--- config.mk ---
export PLATFORM = sky130hd
export DESIGN_NAME = cidm_top
export DESIGN_NICKNAME = d
export VERILOG_FILES = /design/src/hw/cidm_pkg.sv /design/src/hw/cidm_shift.sv /design/src/hw/cidm_top.sv
export SDC_FILE = /design/constraint.sdc
export NUM_CORES = 1
export LEC_CHECK = 0
export ABC_AREA = 1
export BUFFER_PORTS_ARGS = -buffer_cell sky130_fd_sc_hd__buf_2
export CORE_MARGIN = 4
export CORE_UTILIZATION = 57
export DETAILED_ROUTE_END_ITERATION = 8
export GPL_TIMING_DRIVEN = 0
export HOLD_SLACK_MARGIN = 0.08
export PLACE_DENSITY = 0.77
export SKIP_LAST_GASP = 1
export SLEW_MARGIN = 20
export SYNTH_ARGS = -nofsm -noshare
export SYNTH_HDL_FRONTEND = slang
export SYNTH_SLANG_ARGS = --single-unit
--- constraint.sdc ---
create_clock -name SYS_CLK -period 2.44 [get_ports SYS_CLK]
set_clock_uncertainty 0.1 [all_clocks]
set_input_delay 0.244 -clock SYS_CLK [delete_from_list [all_inputs] [get_ports SYS_CLK]]
set_output_delay 0.244 -clock SYS_CLK [all_outputs]
set_load 0.02 [all_outputs]
--- src/hw/cidm_pkg.sv ---
// Package with constants and types for the identifier field mapping block.
package cidm_pkg;

  // Register indexes on the plain register port.
  localparam logic [2:0] CIDM_OFS_TX_B0 = 3'h0; // Transmit byte 0.
  localparam logic [2:0] CIDM_OFS_TX_B1 = 3'h1; // Transmit byte 1.
  localparam logic [2:0] CIDM_OFS_TX_B2 = 3'h2; // Transmit byte 2.
  localparam logic [2:0] CIDM_OFS_TX_B3 = 3'h3; // Transmit byte 3.
  localparam logic [2:0] CIDM_OFS_RX_B0 = 3'h4; // Receive byte 0.
  localparam logic [2:0] CIDM_OFS_RX_B1 = 3'h5; // Receive byte 1.
  localparam logic [2:0] CIDM_OFS_RX_B2 = 3'h6; // Receive byte 2.
  localparam logic [2:0] CIDM_OFS_RX_B3 = 3'h7; // Receive byte 3.

  // Field positions inside byte 1 and byte 3.
  localparam int CIDM_B1_SRR = 4; // Substitute remote request, extended.
  localparam int CIDM_B1_FMT = 3; // Format flag, both layouts.
  localparam int CIDM_B1_RTR_STD = 4; // Remote request, standard layout.
  localparam int CIDM_B3_RTR_EXT = 0; // Remote request, extended layout.

  // Entry lengths in bits.
  localparam logic [5:0] CIDM_EXT_BITS = 6'h20; // Extended entry length.
  localparam logic [5:0] CIDM_STD_BITS = 6'h0d; // Standard entry length.

  // Values after reset.
  localparam logic [7:0] CIDM_BYTE_RST = 8'h00; // Identifier byte reset.
  localparam logic [5:0] CIDM_CNT_RST = 6'h00; // Shift counter reset.

  // Format flag encodings.
  localparam logic CIDM_FMT_STD = 1'b0; // Standard 11-bit format.
  localparam logic CIDM_FMT_EXT = 1'b1; // Extended 29-bit format.

  // Unpacked identifier fields of one frame.
  typedef struct packed {
    logic [28:0] ident; // Identifier, right aligned for standard.
    logic srr; // Substitute remote request level.
    logic fmt; // Format flag.
    logic rtr; // Remote request flag.
  } cidm_fields_t;

  // Register port request group.
  typedef struct packed {
    logic [2:0] addr; // Register index.
    logic [7:0] wdata; // Write data.
    logic wr; // Write strobe.
    logic rd; // Read strobe.
  } cidm_req_t;

  // Shifter states.
  typedef enum logic [1:0] {
    CIDM_IDLE = 2'b01, // Waiting for a send request.
    CIDM_SEND = 2'b10 // Shifting identifier bits out.
  } cidm_state_t;

endpackage

--- src/hw/cidm_shift.sv ---
// Serialiser that sends a packed identifier entry most significant first.
`timescale 1ns/1ps
module cidm_shift (
  input wire logic SYS_CLK, // Bus clock.
  input wire logic SRST, // Synchronous reset, active high.
  input wire logic start, // One-cycle request to send an entry.
  input wire logic [31:0] entry, // Entry, left aligned.
  input wire logic [5:0] nbits, // Number of bits to send.
  output logic bit_out, // Current serial bit.
  output logic bit_valid, // High while a bit is presented.
  output logic busy // High while sending.
);
  import cidm_pkg::*;

  cidm_state_t state; // Shifter state.
  cidm_state_t next_state; // Next shifter state.
  logic [31:0] sreg; // Shift register.
  logic [5:0] cnt; // Bits remaining.
  wire last_bit = (cnt == 6'h01); // Final bit is presented.

  // Next state selection.
  always_comb begin
    next_state = state;
    unique case (state)
      CIDM_IDLE: begin
        if (start && nbits != CIDM_CNT_RST) begin
          next_state = CIDM_SEND;
        end
      end
      CIDM_SEND: begin
        if (last_bit) begin
          next_state = CIDM_IDLE;
        end
      end
    endcase
  end

  // Shift register and counter; bit 31 leaves first.
  always_ff @(posedge SYS_CLK) begin
    if (SRST) begin
      state <= CIDM_IDLE;
      sreg <= 32'h0;
      cnt <= CIDM_CNT_RST;
    end else begin
      state <= next_state;
      if (state == CIDM_IDLE && start) begin
        sreg <= entry;
        cnt <= nbits;
      end else if (state == CIDM_SEND) begin
        sreg <= {sreg[30:0], 1'b1};
        cnt <= cnt - 6'h01;
      end
    end
  end

  assign bit_out = sreg[31];
  assign bit_valid = (state == CIDM_SEND);
  assign busy = (state == CIDM_SEND);

  // Sending a standard entry lasts exactly its 13 bits.
  AST_SHIFT_LEN: assert property (@(posedge SYS_CLK) disable iff (SRST)
    (state == CIDM_IDLE && start && nbits == CIDM_STD_BITS) |=>
    bit_valid [*8] ##1 bit_valid [*5] ##1 !bit_valid)
    else $error("Standard entry length wrong.");

  // The top bit of a loaded entry is the first one presented.
  AST_SHIFT_MSB: assert property (@(posedge SYS_CLK) disable iff (SRST)
    (state == CIDM_IDLE && start) |=> bit_out == $past(entry[31]))
    else $error("First bit is not the entry MSB.");
endmodule

--- src/hw/cidm_top.sv ---
// Identifier field mapping for CAN message buffers, transmit and receive.
// Operation
// - Extended entry is 32 bits total.
// - Standard entry is 13 bits total.
// - Extended bytes 0,1 hold ID28..15, SRR, format.
// - Extended bytes 2,3 hold ID14..0 and RTR.
// - Identifier bit 28 is sent first; ID10 for a standard entry.
// - Smallest identifier value wins arbitration; here a standard identifier is compared as ID10..0 followed by 18 ones.
// - Receive stores SRR exactly as sampled.
// - Format flag zero standard, one extended.
// - Receive sets format flag as received.
// - Transmit format follows the written flag.
// - RTR zero data, one remote frame.
// - Receive sets RTR as received.
// - Extended layout has SRR and format one; SRR here is kept as received or as written, not forced to one.
// - Standard bytes 0,1 hold ID10..0, RTR, format.
//
// Design decisions made here: the plain strobed port and the placing of the registers.
`timescale 1ns/1ps
module cidm_top (
  input wire logic SYS_CLK, // Bus clock, 100 MHz.
  input wire logic SRST, // Synchronous reset, active high.
  input wire logic [2:0] ADDR, // Register index.
  input wire logic [7:0] WDATA, // Register write data.
  input wire logic WR, // Write strobe.
  input wire logic RD, // Read strobe.
  output logic [7:0] RDATA, // Read data, one cycle after RD.
  input wire logic TX_START, // Request to send the transmit entry.
  output logic TX_BIT, // Serial identifier bit, first is MSB.
  output logic TX_BIT_VALID, // High while TX_BIT is meaningful.
  output logic TX_BUSY, // High while sending.
  input wire cidm_pkg::cidm_fields_t RX_FIELDS, // Received frame fields.
  input wire logic RX_STORE, // One-cycle strobe to store RX_FIELDS.
  input wire logic [28:0] ARB_OTHER, // Competing identifier.
  input wire logic ARB_OTHER_FMT, // Competing identifier format.
  output logic ARB_WIN // Own transmit identifier has priority.
);
  import cidm_pkg::*;

  logic [7:0] tx_b [4]; // Transmit identifier bytes.
  logic [7:0] rx_b [4]; // Receive identifier bytes.
  logic [7:0] rdata; // Read data register.
  cidm_req_t req; // Bundled register request.
  logic [31:0] tx_entry; // Packed transmit entry, left aligned.
  logic [5:0] tx_len; // Transmit entry length.
  logic [28:0] own_key; // Own identifier as arbitration key.
  logic [28:0] oth_key; // Competing identifier as arbitration key.

  assign req = '{addr: ADDR, wdata: WDATA, wr: WR, rd: RD};

  // Builds the four receive bytes from a received frame.
  function automatic logic [31:0] cidm_pack(input cidm_fields_t f);
    logic [31:0] p;
    p = 32'h0;
    if (f.fmt == CIDM_FMT_EXT) begin
      p[31:24] = f.ident[28:21];
      p[23:21] = f.ident[20:18];
      p[16 + CIDM_B1_SRR] = f.srr;
      p[16 + CIDM_B1_FMT] = CIDM_FMT_EXT;
      p[18:16] = f.ident[17:15];
      p[15:8] = f.ident[14:7];
      p[7:1] = f.ident[6:0];
      p[CIDM_B3_RTR_EXT] = f.rtr;
    end else begin
      p[31:24] = f.ident[10:3];
      p[23:21] = f.ident[2:0];
      p[16 + CIDM_B1_RTR_STD] = f.rtr;
      p[16 + CIDM_B1_FMT] = CIDM_FMT_STD;
    end
    return p;
  endfunction

  // Maps an identifier to an arbitration key; standard sits in the top.
  function automatic logic [28:0] cidm_key(input logic [28:0] id,
                                           input logic fmt);
    return (fmt == CIDM_FMT_EXT) ? id : {id[10:0], 18'h3ffff};
  endfunction

  wire [31:0] rx_packed = cidm_pack(RX_FIELDS); // Packed receive bytes.
  wire tx_ext = tx_b[1][CIDM_B1_FMT]; // Written format flag.

  // Transmit entry in sending order, MSB of identifier first.
  assign tx_entry = tx_ext ?
    {tx_b[0], tx_b[1][7:5], tx_b[1][CIDM_B1_SRR],
     tx_b[1][CIDM_B1_FMT], tx_b[1][2:0], tx_b[2], tx_b[3]} :
    {tx_b[0], tx_b[1][7:5], tx_b[1][CIDM_B1_RTR_STD],
     tx_b[1][CIDM_B1_FMT], 19'h0};
  assign tx_len = tx_ext ? CIDM_EXT_BITS : CIDM_STD_BITS;

  // Own identifier keys for the priority compare.
  wire [28:0] own_id = tx_ext ?
    {tx_b[0], tx_b[1][7:5], tx_b[1][2:0], tx_b[2], tx_b[3][7:1]} :
    {18'h0, tx_b[0], tx_b[1][7:5]};
  assign own_key = cidm_key(own_id, tx_ext);
  assign oth_key = cidm_key(ARB_OTHER, ARB_OTHER_FMT);

  // Smaller binary value has priority; ties go to this node.
  assign ARB_WIN = (own_key <= oth_key);

  // Register writes from software and stores from the receiver.
  always_ff @(posedge SYS_CLK) begin
    if (SRST) begin
      for (int i = 0; i < 4; i++) begin
        tx_b[i] <= CIDM_BYTE_RST;
        rx_b[i] <= CIDM_BYTE_RST;
      end
    end else begin
      if (req.wr && !req.addr[2]) begin
        tx_b[req.addr[1:0]] <= req.wdata;
      end
      if (RX_STORE) begin
        rx_b[0] <= rx_packed[31:24];
        rx_b[1] <= rx_packed[23:16];
        rx_b[2] <= rx_packed[15:8];
        rx_b[3] <= rx_packed[7:0];
      end
    end
  end

  // Read data register; valid only in the cycle after RD.
  wire [7:0] rd_sel = req.addr[2] ? rx_b[req.addr[1:0]] :
                      tx_b[req.addr[1:0]];
  always_ff @(posedge SYS_CLK) begin
    if (SRST) begin
      rdata <= CIDM_BYTE_RST;
    end else begin
      rdata <= req.rd ? rd_sel : CIDM_BYTE_RST;
    end
  end
  assign RDATA = rdata;

  // Serialiser for the transmit entry.
  cidm_shift u_shift (
    .SYS_CLK(SYS_CLK),
    .SRST(SRST),
    .start(TX_START),
    .entry(tx_entry),
    .nbits(tx_len),
    .bit_out(TX_BIT),
    .bit_valid(TX_BIT_VALID),
    .busy(TX_BUSY)
  );

  // Checks of the mapping. Receive checks look one cycle after a store,
  // when the bytes have settled. Send checks count cycles from a taken
  // request: the first bit stands one cycle after it, and each later bit
  // one cycle further on, so bit k of the entry stands k cycles later.

  // Qualifiers shared by the checks below.
  wire tx_go = !TX_BUSY && TX_START; // Send request that is taken.
  wire tx_go_ext = tx_go && tx_ext; // Extended entry starts.
  wire tx_go_std = tx_go && !tx_ext; // Standard entry starts.
  wire rx_ext = RX_STORE && RX_FIELDS.fmt; // Extended frame stored.
  wire rx_std = RX_STORE && !RX_FIELDS.fmt; // Standard frame stored.

  // Received extended frame lands ID28..21 in byte 0.
  AST_RX_EXT_B0: assert property (@(posedge SYS_CLK)
    disable iff (SRST) rx_ext |=> rx_b[0] == $past(RX_FIELDS.ident[28:21]))
    else $error("Extended byte 0 wrong.");

  // Byte 1 of an extended frame: ID20..18, SRR, format one, ID17..15.
  AST_RX_EXT_B1: assert property (@(posedge SYS_CLK)
    disable iff (SRST) rx_ext |=>
    rx_b[1] == {$past(RX_FIELDS.ident[20:18]), $past(RX_FIELDS.srr), 1'b1,
                $past(RX_FIELDS.ident[17:15])})
    else $error("Extended byte 1 wrong.");

  // Byte 2 of an extended frame carries ID14..7.
  AST_RX_EXT_B2: assert property (@(posedge SYS_CLK)
    disable iff (SRST) rx_ext |=> rx_b[2] == $past(RX_FIELDS.ident[14:7]))
    else $error("Extended byte 2 wrong.");

  // Byte 3 of an extended frame carries ID6..0 and the remote flag.
  AST_RX_EXT_B3: assert property (@(posedge SYS_CLK)
    disable iff (SRST) rx_ext |=>
    rx_b[3] == {$past(RX_FIELDS.ident[6:0]), $past(RX_FIELDS.rtr)})
    else $error("Extended byte 3 wrong.");

  // The substitute bit is kept as sampled, even when it is dominant.
  AST_RX_SRR: assert property (@(posedge SYS_CLK)
    disable iff (SRST) rx_ext |=>
    rx_b[1][CIDM_B1_SRR] == $past(RX_FIELDS.srr))
    else $error("Received SRR not kept.");

  // The format flag follows the received frame in both layouts.
  AST_RX_FMT: assert property (@(posedge SYS_CLK)
    disable iff (SRST)
    RX_STORE |=> rx_b[1][CIDM_B1_FMT] == $past(RX_FIELDS.fmt))
    else $error("Received format flag wrong.");

  // An extended receive entry always shows the format flag as one.
  AST_RX_EXT_IDE: assert property (@(posedge SYS_CLK)
    disable iff (SRST) rx_ext |=> rx_b[1][CIDM_B1_FMT] == CIDM_FMT_EXT)
    else $error("Extended format flag not one.");

  // Standard frame lands ID10..3 in byte 0.
  AST_RX_STD_B0: assert property (@(posedge SYS_CLK)
    disable iff (SRST) rx_std |=> rx_b[0] == $past(RX_FIELDS.ident[10:3]))
    else $error("Standard byte 0 wrong.");

  // Standard byte 1: ID2..0, remote flag, format zero.
  AST_RX_STD_RTR: assert property (@(posedge SYS_CLK)
    disable iff (SRST) rx_std |=>
    rx_b[1][7:3] == {$past(RX_FIELDS.ident[2:0]), $past(RX_FIELDS.rtr), 1'b0})
    else $error("Standard byte 1 wrong.");

  // Unused bits of a standard receive entry read as zero.
  AST_RX_STD_REST: assert property (@(posedge SYS_CLK)
    disable iff (SRST) rx_std |=>
    rx_b[1][2:0] == 3'h0 && rx_b[2] == CIDM_BYTE_RST &&
    rx_b[3] == CIDM_BYTE_RST)
    else $error("Standard unused bits not zero.");

  // Software cannot overwrite a receive entry; only a store changes it.
  AST_RX_KEEP: assert property (@(posedge SYS_CLK)
    disable iff (SRST) WR && ADDR[2] && !RX_STORE |=>
    rx_b[0] == $past(rx_b[0]) && rx_b[1] == $past(rx_b[1]) &&
    rx_b[2] == $past(rx_b[2]) && rx_b[3] == $past(rx_b[3]))
    else $error("Receive entry changed by a write.");

  // A write to a transmit index lands in that byte.
  AST_TX_WRITE: assert property (@(posedge SYS_CLK)
    disable iff (SRST) WR && !ADDR[2] |=>
    tx_b[$past(ADDR[1:0])] == $past(WDATA))
    else $error("Transmit byte not written.");

  // The first extended bit sent is ID28.
  AST_TX_FIRST: assert property (@(posedge SYS_CLK)
    disable iff (SRST) tx_go_ext |=> TX_BIT == $past(tx_b[0][7]))
    else $error("First sent bit is not ID28.");

  // The first standard bit sent is ID10.
  AST_TX_STD_FIRST: assert property (@(posedge SYS_CLK)
    disable iff (SRST) tx_go_std |=> TX_BIT == $past(tx_b[0][7]))
    else $error("First sent bit is not ID10.");

  // An extended entry is sent as 32 bits, then the line goes quiet.
  AST_TX_EXT_LEN: assert property (@(posedge SYS_CLK)
    disable iff (SRST) tx_go_ext |=>
    TX_BIT_VALID [*8] ##1 TX_BIT_VALID [*8] ##1 TX_BIT_VALID [*8] ##1
    TX_BIT_VALID [*8] ##1 !TX_BIT_VALID)
    else $error("Extended send length wrong.");

  // A standard entry ends after 13 bits: the thirteenth bit is valid, the cycle after is not.
  AST_TX_STD_LAST: assert property (@(posedge SYS_CLK)
    disable iff (SRST)
    tx_go_std |=> ##12 TX_BIT_VALID ##1 !TX_BIT_VALID)
    else $error("Standard send length wrong.");

  // The thirteenth bit of a standard entry is the format flag, zero.
  AST_TX_STD_IDE: assert property (@(posedge SYS_CLK)
    disable iff (SRST) tx_go_std |=> ##12 TX_BIT == CIDM_FMT_STD)
    else $error("Standard format bit not zero.");

  // The thirteenth bit of an extended entry is the format flag, one.
  AST_TX_EXT_IDE: assert property (@(posedge SYS_CLK)
    disable iff (SRST) tx_go_ext |=> ##12 TX_BIT == CIDM_FMT_EXT)
    else $error("Extended format bit not one.");

  // The substitute bit goes out as software wrote it.
  AST_TX_EXT_SRR: assert property (@(posedge SYS_CLK)
    disable iff (SRST) tx_go_ext |=>
    ##11 TX_BIT == $past(tx_b[1][CIDM_B1_SRR], 12))
    else $error("Sent SRR differs from written.");

  // The last extended bit is the remote flag of byte 3.
  AST_TX_EXT_RTR: assert property (@(posedge SYS_CLK)
    disable iff (SRST) tx_go_ext |=>
    ##31 TX_BIT == $past(tx_b[3][CIDM_B3_RTR_EXT], 32))
    else $error("Sent extended RTR wrong.");

  // The twelfth standard bit is the remote flag of byte 1.
  AST_TX_STD_RTR: assert property (@(posedge SYS_CLK)
    disable iff (SRST) tx_go_std |=>
    ##11 TX_BIT == $past(tx_b[1][CIDM_B1_RTR_STD], 12))
    else $error("Sent standard RTR wrong.");

  // Between two extended identifiers the smaller one must win.
  AST_ARB: assert property (@(posedge SYS_CLK)
    disable iff (SRST)
    tx_ext && ARB_OTHER_FMT && own_id < ARB_OTHER |-> ARB_WIN)
    else $error("Lower identifier lost.");

  // Between two extended identifiers the larger one must lose.
  AST_ARB_LOSE: assert property (@(posedge SYS_CLK)
    disable iff (SRST)
    tx_ext && ARB_OTHER_FMT && own_id > ARB_OTHER |-> !ARB_WIN)
    else $error("Higher identifier won.");

  // Read data stand in the cycle after the strobe.
  AST_READ: assert property (@(posedge SYS_CLK)
    disable iff (SRST)
    RD && !WR && !RX_STORE |=> RDATA == $past(rd_sel))
    else $error("Read data wrong.");

  // Main scenarios that the bench should reach.
  COV_TX_EXT: cover property (@(posedge SYS_CLK) TX_START && tx_ext);
  COV_TX_STD: cover property (@(posedge SYS_CLK) TX_START && !tx_ext);
  COV_RX_EXT: cover property (@(posedge SYS_CLK) RX_STORE && RX_FIELDS.fmt);
  COV_RX_STD: cover property (@(posedge SYS_CLK) rx_std);
  COV_ARB_LOSE: cover property (@(posedge SYS_CLK) !ARB_WIN);
endmodule

### After elaboration in Yosys (flattened, before gate mapping)

Memories as Yosys holds them, arrays and structs flattened.
Index checks and enable logic that the tools add are counted.

| storage, ports and cells | value |
|---|---|
| flip-flop bits (word level) | 48 |
| RAM bits | 64 |
| input port bits | 79 |
| output and inout port bits | 12 |
| logic and storage cells | 57 |
| memories kept | 2 |

Memory list:

| memory | depth | width | read ports | clocked after memory_dff | write ports | RTL line | text |
|---|---|---|---|---|---|---|---|
| rx_b | 4 | 8 | 1 | 0 | 4 | cidm_top.sv:41 | `logic [7:0] rx_b [4];` |
| tx_b | 4 | 8 | 5 | 0 | 4 | cidm_top.sv:40 | `logic [7:0] tx_b [4];` |

| cells by class | value |
|---|---|
| add/subtract/negate cells | 1 |
| $lt $le $gt $ge | 1 |
| equal/unequal tests | 5 |
| muxes and demuxes | 30 |
| bitwise logic cells | 5 |
| reductions and logical operators | 9 |

Operators with widths:

| operator | number |
|---|---|
| 29-bit 2-to-1 mux | 3 |
| 32-bit 2-to-1 mux | 2 |
| 8-bit 2-to-1 mux | 6 |
| 29-bit <= comparator | 1 |
| 20-bit 2-to-1 mux | 1 |
| 19-bit 2-to-1 mux | 1 |
| 6-bit 2-to-1 mux | 3 |
| 13-bit 2-to-1 mux | 1 |
| 1-bit 2-to-1 mux | 9 |
| 8-bit OR reduction | 1 |
| 6-bit by 1-bit == test with 1-bit output, second input constant | 1 |
| 2-bit 2-to-1 mux | 3 |
| 6-bit nonzero test | 1 |
| 6-bit by 1-bit subtractor with 6-bit output, second input constant | 1 |
| 2-bit by 1-bit inequality test with 1-bit output, second input constant | 2 |
| 1-bit bitwise OR | 4 |
| 2-bit case mux with 2 select lines | 1 |
| 1-bit logical AND | 3 |
| 2-bit by 1-bit == test with 1-bit output, second input constant | 1 |
| 2-bit == test, second input constant | 1 |
| 2-bit AND reduction | 1 |
| 2-bit nonzero test | 1 |
| 2-bit OR reduction | 1 |
| 1-bit logical NOT | 1 |
| 1-bit NOT | 1 |

### Logic depth before layout (Yosys ltp)

Gate-level depths: netlist of the first run.

| depth | value |
|---|---|
| depth after elaboration | 7 |
| gate-level depth with buffers | 14 |
| gate-level depth less buffers | 12 |

### By module

From an unflattened synthesis of the first run, not the netlist that was laid out.

| unflattened totals | value |
|---|---|
| cell total of the unflattened synthesis | 793 |
| area, all modules | 6185.9 um^2 |

Modules (own cells, without submodules):

| module | times used | cells an instance | area an instance (um^2) |
|---|---|---|---|
| cidm_top | 1 | 542 | 4377.9 |
| cidm_shift | 1 | 251 | 1808.0 |

### Worst setup path before layout of the first run

Ideal clock, no wire load.

| path | value |
|---|---|
| path kind | reg-to-output |
| start | memory tx_b[1][3] |
| end | output ARB_WIN |
| arrival time | 1.899 ns |
| data required time | 2.096 ns |
| path slack | 0.197 ns |
| cell stages (with the launch flop) | 15 |
| path buffers | 2 |
| path through | edfxtp_1 > buf_2 > inv_1 > clkbuf_1 > or2_2 > ha_1 > nand2_1 > nor2_1 > inv_1 > nor2_1 > nand2_1 > nand2_1 > nand2_1 > nand2_1 > nand2_1 |

RTL lines:

| item | RTL line | text |
|---|---|---|
| start, declared | cidm_top.sv:40 |  |
| end, declared | cidm_top.sv:36 | `output logic ARB_WIN` |

==> results.md, run 1 <==
* Run status: finished, violations left
* Failing checks: negative setup slack
* R2R setup slack at 0.96 ns
* Net count after synthesis at between 800 and 900
* RSZ-0062 raised after global routing: yes
* Avg Cell Area, Syn at 8.193 µm²
* Post-layout util at 70.08%
* Max Slew Vio Count at 0
* Peak supply drop at 0.5471 mV
* Die area at 0.01240 mm²
* FF-to-FF End: u_shift.cnt[4]
* DR vias at 5,463
* Register bit total from synthesis at 112
* # diodes at 0
* Vias per cell at 5.463
* First-pass GRT wire length at 26.72 mm
* Max clock buf depth at 2
* Path depth of the worst reg2reg path at 6
* Vias in the first global route at ~5,400
* Worst setup EP type: output pin
* Net switching power at 0.001257 W
* Root Driver: clkbuf_8
* Fin. Hold Viols at 0
* Final setup violation count at 1
* Switch share at a little under a third
* Cell Pwr Density at between 500 and 600 mW/mm²
* GR Overflow Total at 0
* Post-DRT Antenna Nets at 0
* Slew HR at 47.20%
* Measured slew at the worst slew-check pin at 0.7873 ns
* Final period util at 107.3%
* Clock group share of total power at 27.1%
* Wire per inst at around 17 µm
* Required time worst endpoint at 2.10 ns
* Critical Setup Path Class: register to output pin
* DR pass1 iterations at 5
* Dpl hpwl at 12.46 mm
* DRC at 0
* YS warnings at 0
* CP peak stage delay at around 0.35 ns
* Rows at 37
* GP Congestion at 0.9238
* Clk sink count at 112
* DRT Wirelength at between 15 and 20 mm
* Initial core utilization at 58.70%
* Largest net degree at the start of global routing at 33
* Logic pwr share at between 10% and 20%
* P_int at between 0.002 and 0.003 W
* CP cell instances: buf_6 > inv_6 > clkbuf_8 > or2_4 > ha_1 > nand2_2 > inv_2 > nand2_1 > nand2_1 > a21oi_2 > nand2_1 > nand2_1 > nand2_2 > nand2_2 > buf_6
* Hold path endpoint: rx_b[3][5]
* Layout area overhead at 19.38%
* 1st-iter DRT viols at 603
* RR Startpoint: u_shift.state[1]
* Seq/Total Area, Yosys at 47.36%
* Yosys cell types at 38
* Worst min-delay path class: primary input to register
* Maxcap violations at 0
* CP Launch Type: register
* Synthesized instance count at ~740
* Clock latency on the worst-skew pair at 0.38 ns
* Fraction of layout cells with a size suffix above 1 at 21.53%
* Core area at 0.01037 mm²
* Placed insts at 968
* Cell repeated most along the worst path: nand2_1
* Final Non-Filler Cells at 1,000
* H-tree levels at 3
* Io pins at 91
* Slowest CP cell: edfxtp_1
* Setup ws final at -0.1789 ns
* Hold_sp: RX_FIELDS[7]
* Hold Path Stages at 3
* Initial antenna violation count at 0
* TritonCTS Buffers at 9
* Leakage at 3.303 nW
* Die Y at 111.3 µm
* Syn Std Cell Area at 0.006087 mm²
* Reg power frac at 53.1%
* CP arrival at 2.27 ns
* Die X at 111.3 µm
* CTS tree: yes
* GRT Total Usage at 27.08%
* Post-layout nets at 969
* Largest fanout on the critical path at 6
* Number of buffers added on ports at 89
* Fmax at 381.8 MHz
* Power, Total at approximately 0.0042 W
* Clock-pin slew of the registers on the worst-case setup and hold paths at 0.11 ns
* Min Tclk post-route at 2.619 ns
## sequential cells by signal (all words and copies together), names as in the netlist
| register | cells |
|---|---|
| tx_b | 32 |
| u_shift.state | 2 |
| u_shift.cnt | 6 |
| u_shift.sreg | 32 |
| RDATA | 8 |
| rx_b | 32 |
## synthesized netlist by cell type
master / instances / area [µm²]
xor2_1: 2 / 17.52
nand2_4: 1 / 11.26
clkbuf_1: 22 / 82.58
nand2_1: 112 / 420.4
a21o_1: 2 / 15.01
nor2_1: 119 / 446.7
mux2i_1: 11 / 110.1
o32ai_1: 1 / 8.760
o21ai_0: 63 / 315.3
ha_1: 31 / 387.9
nor2_4: 1 / 11.26
edfxtp_1: 64 / 1922
inv_1: 92 / 345.3
dfxtp_1: 48 / 960.9
o31ai_1: 1 / 7.510
o22ai_1: 9 / 56.30
nand3_1: 14 / 70.07
or2_2: 11 / 68.82
nor3_1: 9 / 45.04
o221ai_2: 1 / 15.01
o221ai_1: 7 / 61.31
nand2_2: 3 / 18.77
nor2_2: 2 / 12.51
a31oi_1: 10 / 62.56
o21ai_1: 10 / 50.05
buf_2: 13 / 65.06
o211ai_1: 1 / 7.510
a211oi_1: 3 / 22.52
buf_4: 5 / 37.54
o211ai_2: 1 / 12.51
nor3b_1: 1 / 7.510
clkinv_1: 1 / 3.750
buf_1: 2 / 7.510
buf_6: 5 / 56.30
a22oi_1: 8 / 60.06
a21oi_1: 46 / 230.2
inv_2: 6 / 22.52
nand4_1: 5 / 31.28
## metal layers
metal / GRT usage, % / up-vias / wire length, µm
met5: 0 / - / 0
met4: 9.651 / 0 / 563
met3: 4.837 / 44 / 1108
met2: 47.89 / 210 / 8280
met1: 33.29 / 2520 / 6639
li1: - / 2689 / -
## kinds of logic (layout without fill, tap and decap cells)
kind of cell | Yosys count | count (layout) | share of synthesized area [%]
flip-flops | 112 | 112 | 47.36
AND/OR/NAND/NOR | 278 | 278 | 18.79
buffers and inverters | 146 | 267 | 10.20
multiplexers | 11 | 11 | 1.809
AO/OA/AOI/OAI | 163 | 163 | 15.19
XOR/XNOR | 2 | 2 | 0.2878
adder cells (fa/ha/maj) | 31 | 31 | 6.372
## power groups by stage
stage	sequential, W	combinational, W	clock (W)
6_report	0.00222	0.000828	0.00113
5_1_grt	0.00223	0.000929	0.00122
4_1_cts	0.00222	0.000786	0.00114
3_5_place_dp	0.00226	0.000724	0
3_3_place_gp	0.00226	0.000692	0
2_1_floorplan	0.00222	0.000494	0
## area by class of cell
cell class | count | area [µm²]
multi-input combinational | 485 | 2764
sequential | 112 | 2883
clock buffer | 10 | 148.9
inverter | 99 | 376.6
timing repair buffer | 105 | 599.3
buffer | 47 | 269.0
tap | 136 | 170.2
fill | 854 | 3103
clock inverter | 6 | 56.30
## worst max-delay path: cells and delay by family, from the launching register on
kind | cells | cell delay (ns)
simple gates | 8 | 0.67
buf+inv | 5 | 0.46
flops | 1 | 0.35
fa+ha+maj | 1 | 0.28
compound gates | 1 | 0.14
## per-stage QoR
stage	TNS, ns	worst slack (ns)	hold slack (ns)	area [µm²]
4_1_cts	-0.1934	-0.1934	0.08019	7191
3_5_place_dp	-0.1174	-0.1174	0.3631	6705
5_1_grt	-0.3446	-0.3446	0.09073	7267
3_3_place_gp	-2.860	-0.08842	0.3525	6703
2_1_floorplan	0	0.1972	0.2781	6087
6_report	-0.1789	-0.1789	0.08568	7267
## worst max-delay path by stage
| stage | startpoint | end | slack, ns | cells after the start |
|---|---|---|---|---|
| after floorplan | tx_b[1][3] | ARB_WIN | 0.20 | 14 |
| after detailed placement | tx_b[1][3] | ARB_WIN | -0.12 | 15 |
| after CTS | tx_b[1][3] | ARB_WIN | -0.19 | 15 |
| after global routing | tx_b[1][3] | ARB_WIN | -0.34 | 15 |
| final | tx_b[1][3] | ARB_WIN | -0.18 | 15 |
| after global placement | SRST | rx_b[1][0] | -0.09 | 4 |
## cells in the final DEF (no fill, tap or decap), types with 7 or more instances in the layout
cell,synthesis,final
ha_4,0,7
nand2_1,112,105
buf_4,5,10
mux2i_1,11,11
inv_1,92,89
inv_2,6,8
or2_4,0,9
nand3_1,14,12
ha_1,31,24
a31oi_1,10,10
edfxtp_1,64,64
dfxtp_1,48,48
o22ai_1,9,9
o21ai_1,10,11
clkbuf_8,0,10
buf_2,13,100
nor2_1,119,116
nand2_2,3,9
o21ai_0,63,62
clkbuf_1,22,21
buf_6,5,7
o221ai_1,7,7
a21oi_1,46,44
nor3_1,9,9
dlygate4sd3_1,0,11
a22oi_1,8,8
## repair_timing
action / 4_1_cts / 5_1_grt
endpoints found under the hold margin: 11 / 0
buffers inserted: 3 / 1
setup endpoints to repair: 1 / 1
pin swaps: 9 / 12
resized for setup: 30 / 17
hold buffers: 11 / 0
gates cloned: 1 / 0
No activity file was read; power rests on OpenSTA's default activity.
==> run 2: changes to the inputs <==
--- a/config.mk
+++ b/config.mk
@@ -10,7 +10,7 @@
 export CORE_MARGIN = 4
 export CORE_UTILIZATION = 57
 export DETAILED_ROUTE_END_ITERATION = 8
-export GPL_TIMING_DRIVEN = 0
+export GPL_TIMING_DRIVEN = 1
 export HOLD_SLACK_MARGIN = 0.08
 export PLACE_DENSITY = 0.77
 export SKIP_LAST_GASP = 1
==> constraint.sdc (replaced) <==
create_clock -name SYS_CLK -period 2.7 [get_ports SYS_CLK]
set_clock_uncertainty 0.1 [all_clocks]
set_input_delay 0.27 -clock SYS_CLK [delete_from_list [all_inputs] [get_ports SYS_CLK]]
set_output_delay 0.27 -clock SYS_CLK [all_outputs]
set_load 0.02 [all_outputs]
==> run 2 against run 1 <==
The run now ends clean. Non-clock buffer count is 44 lower. Count of clock-buffer cells in the layout stayed put. Register-to-register slack worse by 0.31 ns. Core utilization is 4.3 points lower. Global-route usage is 2.5 points lower. Final area is 6.2% lower. Via count is 2.9% lower. Hold slack better by 0.0085 ns. Worst setup slack better by 0.24 ns. Critical path depth is 5 lower. First-iteration DRC count is 31% lower. Critical path type unchanged. Critical endpoint unchanged.
==> results.md, run 2 (synthesized netlist as in run 1, its figures left out) <==
* Run status: complete, no violations
* Register area at 0.002883 mm² (unchanged)
* Cell repeated most along the worst path: nand2_1
* Hold path endpoint: rx_b[1][0]
* Initial antenna violation count at 0 (unchanged)
* Fin. Hold Viols at 0 (unchanged)
* CP arrival at 2.27 ns (about the same)
* CP peak stage delay at 0.49 ns (+0.14 ns)
* Core area at 0.01037 mm² (unchanged)
* Fill cell count at 876 (+2.6%)
* Die Y at 111.3 µm (unchanged)
* Final setup violation count at 0 (-1)
* Leakage at 3.130 nW (-5.3%)
* Vias in the first global route at 5,119 (-5.8%)
* 1st-iter DRT viols at 414 (-31%)
* Clk sink count at 112 (unchanged)
* DR vias at 5,302 (-2.9%)
* Slew HR at 47.11% (-0.091 points)
* Io pins at 91 (unchanged)
* Dpl hpwl at 11.32 mm (-9.1%)
* R2R setup slack at 0.65 ns (-0.31 ns)
* Power, Total at 0.003527 W (-16%)
* Worst setup EP type: output pin
* DR pass1 iterations at 6 (+1)
* Required time worst endpoint at 2.33 ns (+0.23 ns)
* Wire per inst at 16.03 µm (-3.4%)
* Final Non-Filler Cells at 956 (-4.4%)
* Clock-pin slew of the registers on the worst-case setup and hold paths at 0.10 ns (about the same)
* TritonCTS Buffers at 9 (unchanged)
* Maxcap violations at 0 (unchanged)
* DRC at 0 (unchanged)
* First-pass GRT wire length at 24.51 mm (-8.3%)
* Measured slew at the worst slew-check pin at 0.7886 ns (+0.001356 ns)
* Die area at 0.01240 mm² (unchanged)
* Max clock buf depth at 2 (unchanged)
* CP Launch Type: register
* GR Overflow Total at 0 (unchanged)
* Post-DRT Antenna Nets at 0 (unchanged)
* Placed insts at 934 (-3.5%)
* Most common cell after layout, fill and taps aside: nor2_1
* CP cell instances: or2_2 > ha_4 > nand2_1 > inv_1 > nand3_1 > nor2_2 > buf_4 > nand4_1 > nand2_1 > buf_2
* Initial core utilization at 58.70% (unchanged)
* Max Slew Vio Count at 0 (unchanged)
* Largest net degree at the start of global routing at 38 (+15%)
* Clock latency on the worst-skew pair at 0.37 ns (about the same)
* Post-layout nets at 925 (-4.5%)
* Largest fanout on the critical path at 3 (-3)
* H-tree levels at 3 (unchanged)
* RSZ-0062 raised after global routing: yes
* Die X at 111.3 µm (unchanged)
* Peak supply drop at 0.3904 mV (-29%)
* Most frequent cells in the layout: 117 x nor2_1, 112 x nand2_1, 91 x inv_1
* Post-layout util at 65.75% (-4.3 points)
* Layout area overhead at 12.00%
* Hold_sp: RX_FIELDS[18]
* Fmax at 379.4 MHz
* Hold Path Stages at 3 (unchanged)
* Path depth of the worst reg2reg path at 6 (unchanged)
* GRT Total Usage at 24.56% (-2.5 points)
* Final period util at 97.62%
* Slowest CP cell: edfxtp_1
* Fraction of layout cells with a size suffix above 1 at 18.66% (-2.9 points)
* CTS tree: yes
* Critical Setup Path Class: register to output pin
* Critical path's top delay family: simple AND/OR/NAND/NOR gates
* Largest regs: rx_b (32), tx_b (32), u_shift.sreg (32)
* Worst min-delay path class: primary input to register
* Cell Pwr Density at 517.3 mW/mm² (-10%)
* Post-route cell area at 0.006818 mm² (-6.2%)
* FF-to-FF End: u_shift.cnt[4]
* Crit path from: tx_b[2][1]
* Dpl cell area at 0.006554 mm² (-2.3%)
* Root Driver: clkbuf_8
* Vias per cell at 5.546 (+1.5%)
* # diodes at 0 (unchanged)
* Worst Path Buf+Inv at 3 (-2)
* Rows at 37 (unchanged)
* DRT Wirelength at 15.33 mm (-7.6%)
* RR Startpoint: u_shift.state[0]
* Number of buffers added on ports at 90 (+1.1%)
* GP Congestion at 1.013 (+9.7%)
* Area of the multi-input gates at 0.002634 mm² (-4.7%)
* Min Tclk post-route at 2.636 ns
[run 2: cell count changes in the layout (fill, tap and decap cells not counted), sizes merged]
cell	before	now
clkbuf	33	10
dlygate4sd3	11	2
inv	102	99
clkinv	2	3
clkinvlp	1	3
buf	118	106
[run 2: power by group]
part | internal (W) | leakage (nW) | switching, W | total [W]
combinational | 0.000243 | 2.01 | 0.000405 | 0.000648
clock | 0.000330 | 0.0762 | 0.000547 | 0.000877
sequential | 0.00193 | 1.05 | 0.0000759 | 0.00200
total | 0.00250 | 3.13 | 0.00103 | 0.00353
[run 2: metrics by stage]
stage	worst slack (ns)	hold slack, ns	setup TNS, ns
global route	-0.07584	0.09453	-0.07584
global placement	0.4105	0.3535	0
detailed placement	0.3511	0.3642	0
finish	0.06434	0.09422	0
floorplan	0.4312	0.3041	0
CTS	0.03626	0.08066	0
[run 2: per-layer routing]
layer  global-route usage, %  vias to the layer above  part of all wire, %
met2                   42.34                      240                   49
li1                        -                     2599                    -
met1                   29.70                     2414                   40
met5                       0                        -                    0
met3                   5.000                       49                  7.9
met4                   11.11                        0                  3.7
[run 2: worst max path at each step]
stage                     depth (start not counted)  endpoint  slack [ns]
final                                            10   ARB_WIN        0.06
after global routing                             12   ARB_WIN       -0.08
after CTS                                        12   ARB_WIN        0.04
after detailed placement                         14   ARB_WIN        0.35
after global placement                            8   ARB_WIN        0.41
after floorplan                                  14   ARB_WIN        0.43
[run 2: layout make-up]
cell class | count | share of cell area [%]
clock buffer | 10 | 1.872
clock inverter | 6 | 0.5139
inverter | 99 | 5.487
multi-input combinational | 485 | 38.63
sequential | 112 | 42.28
tap | 136 | 2.496
timing repair buffer | 108 | 8.717
[run 2: tightest hold or removal path: stages]
cell	delay, ns
buf_2	0.08
inv_1	0.03
nor2_1	0.08
[run 2: repair_timing]
action / in CTS / in global routing
gates cloned: 0 / 0
resized for setup: 1 / 8
buffers inserted: 0 / 4
hold endpoints to repair: 1 / 1
endpoints found under the setup margin: 1 / 1
pin swaps: 0 / 1
hold buffers: 1 / 1
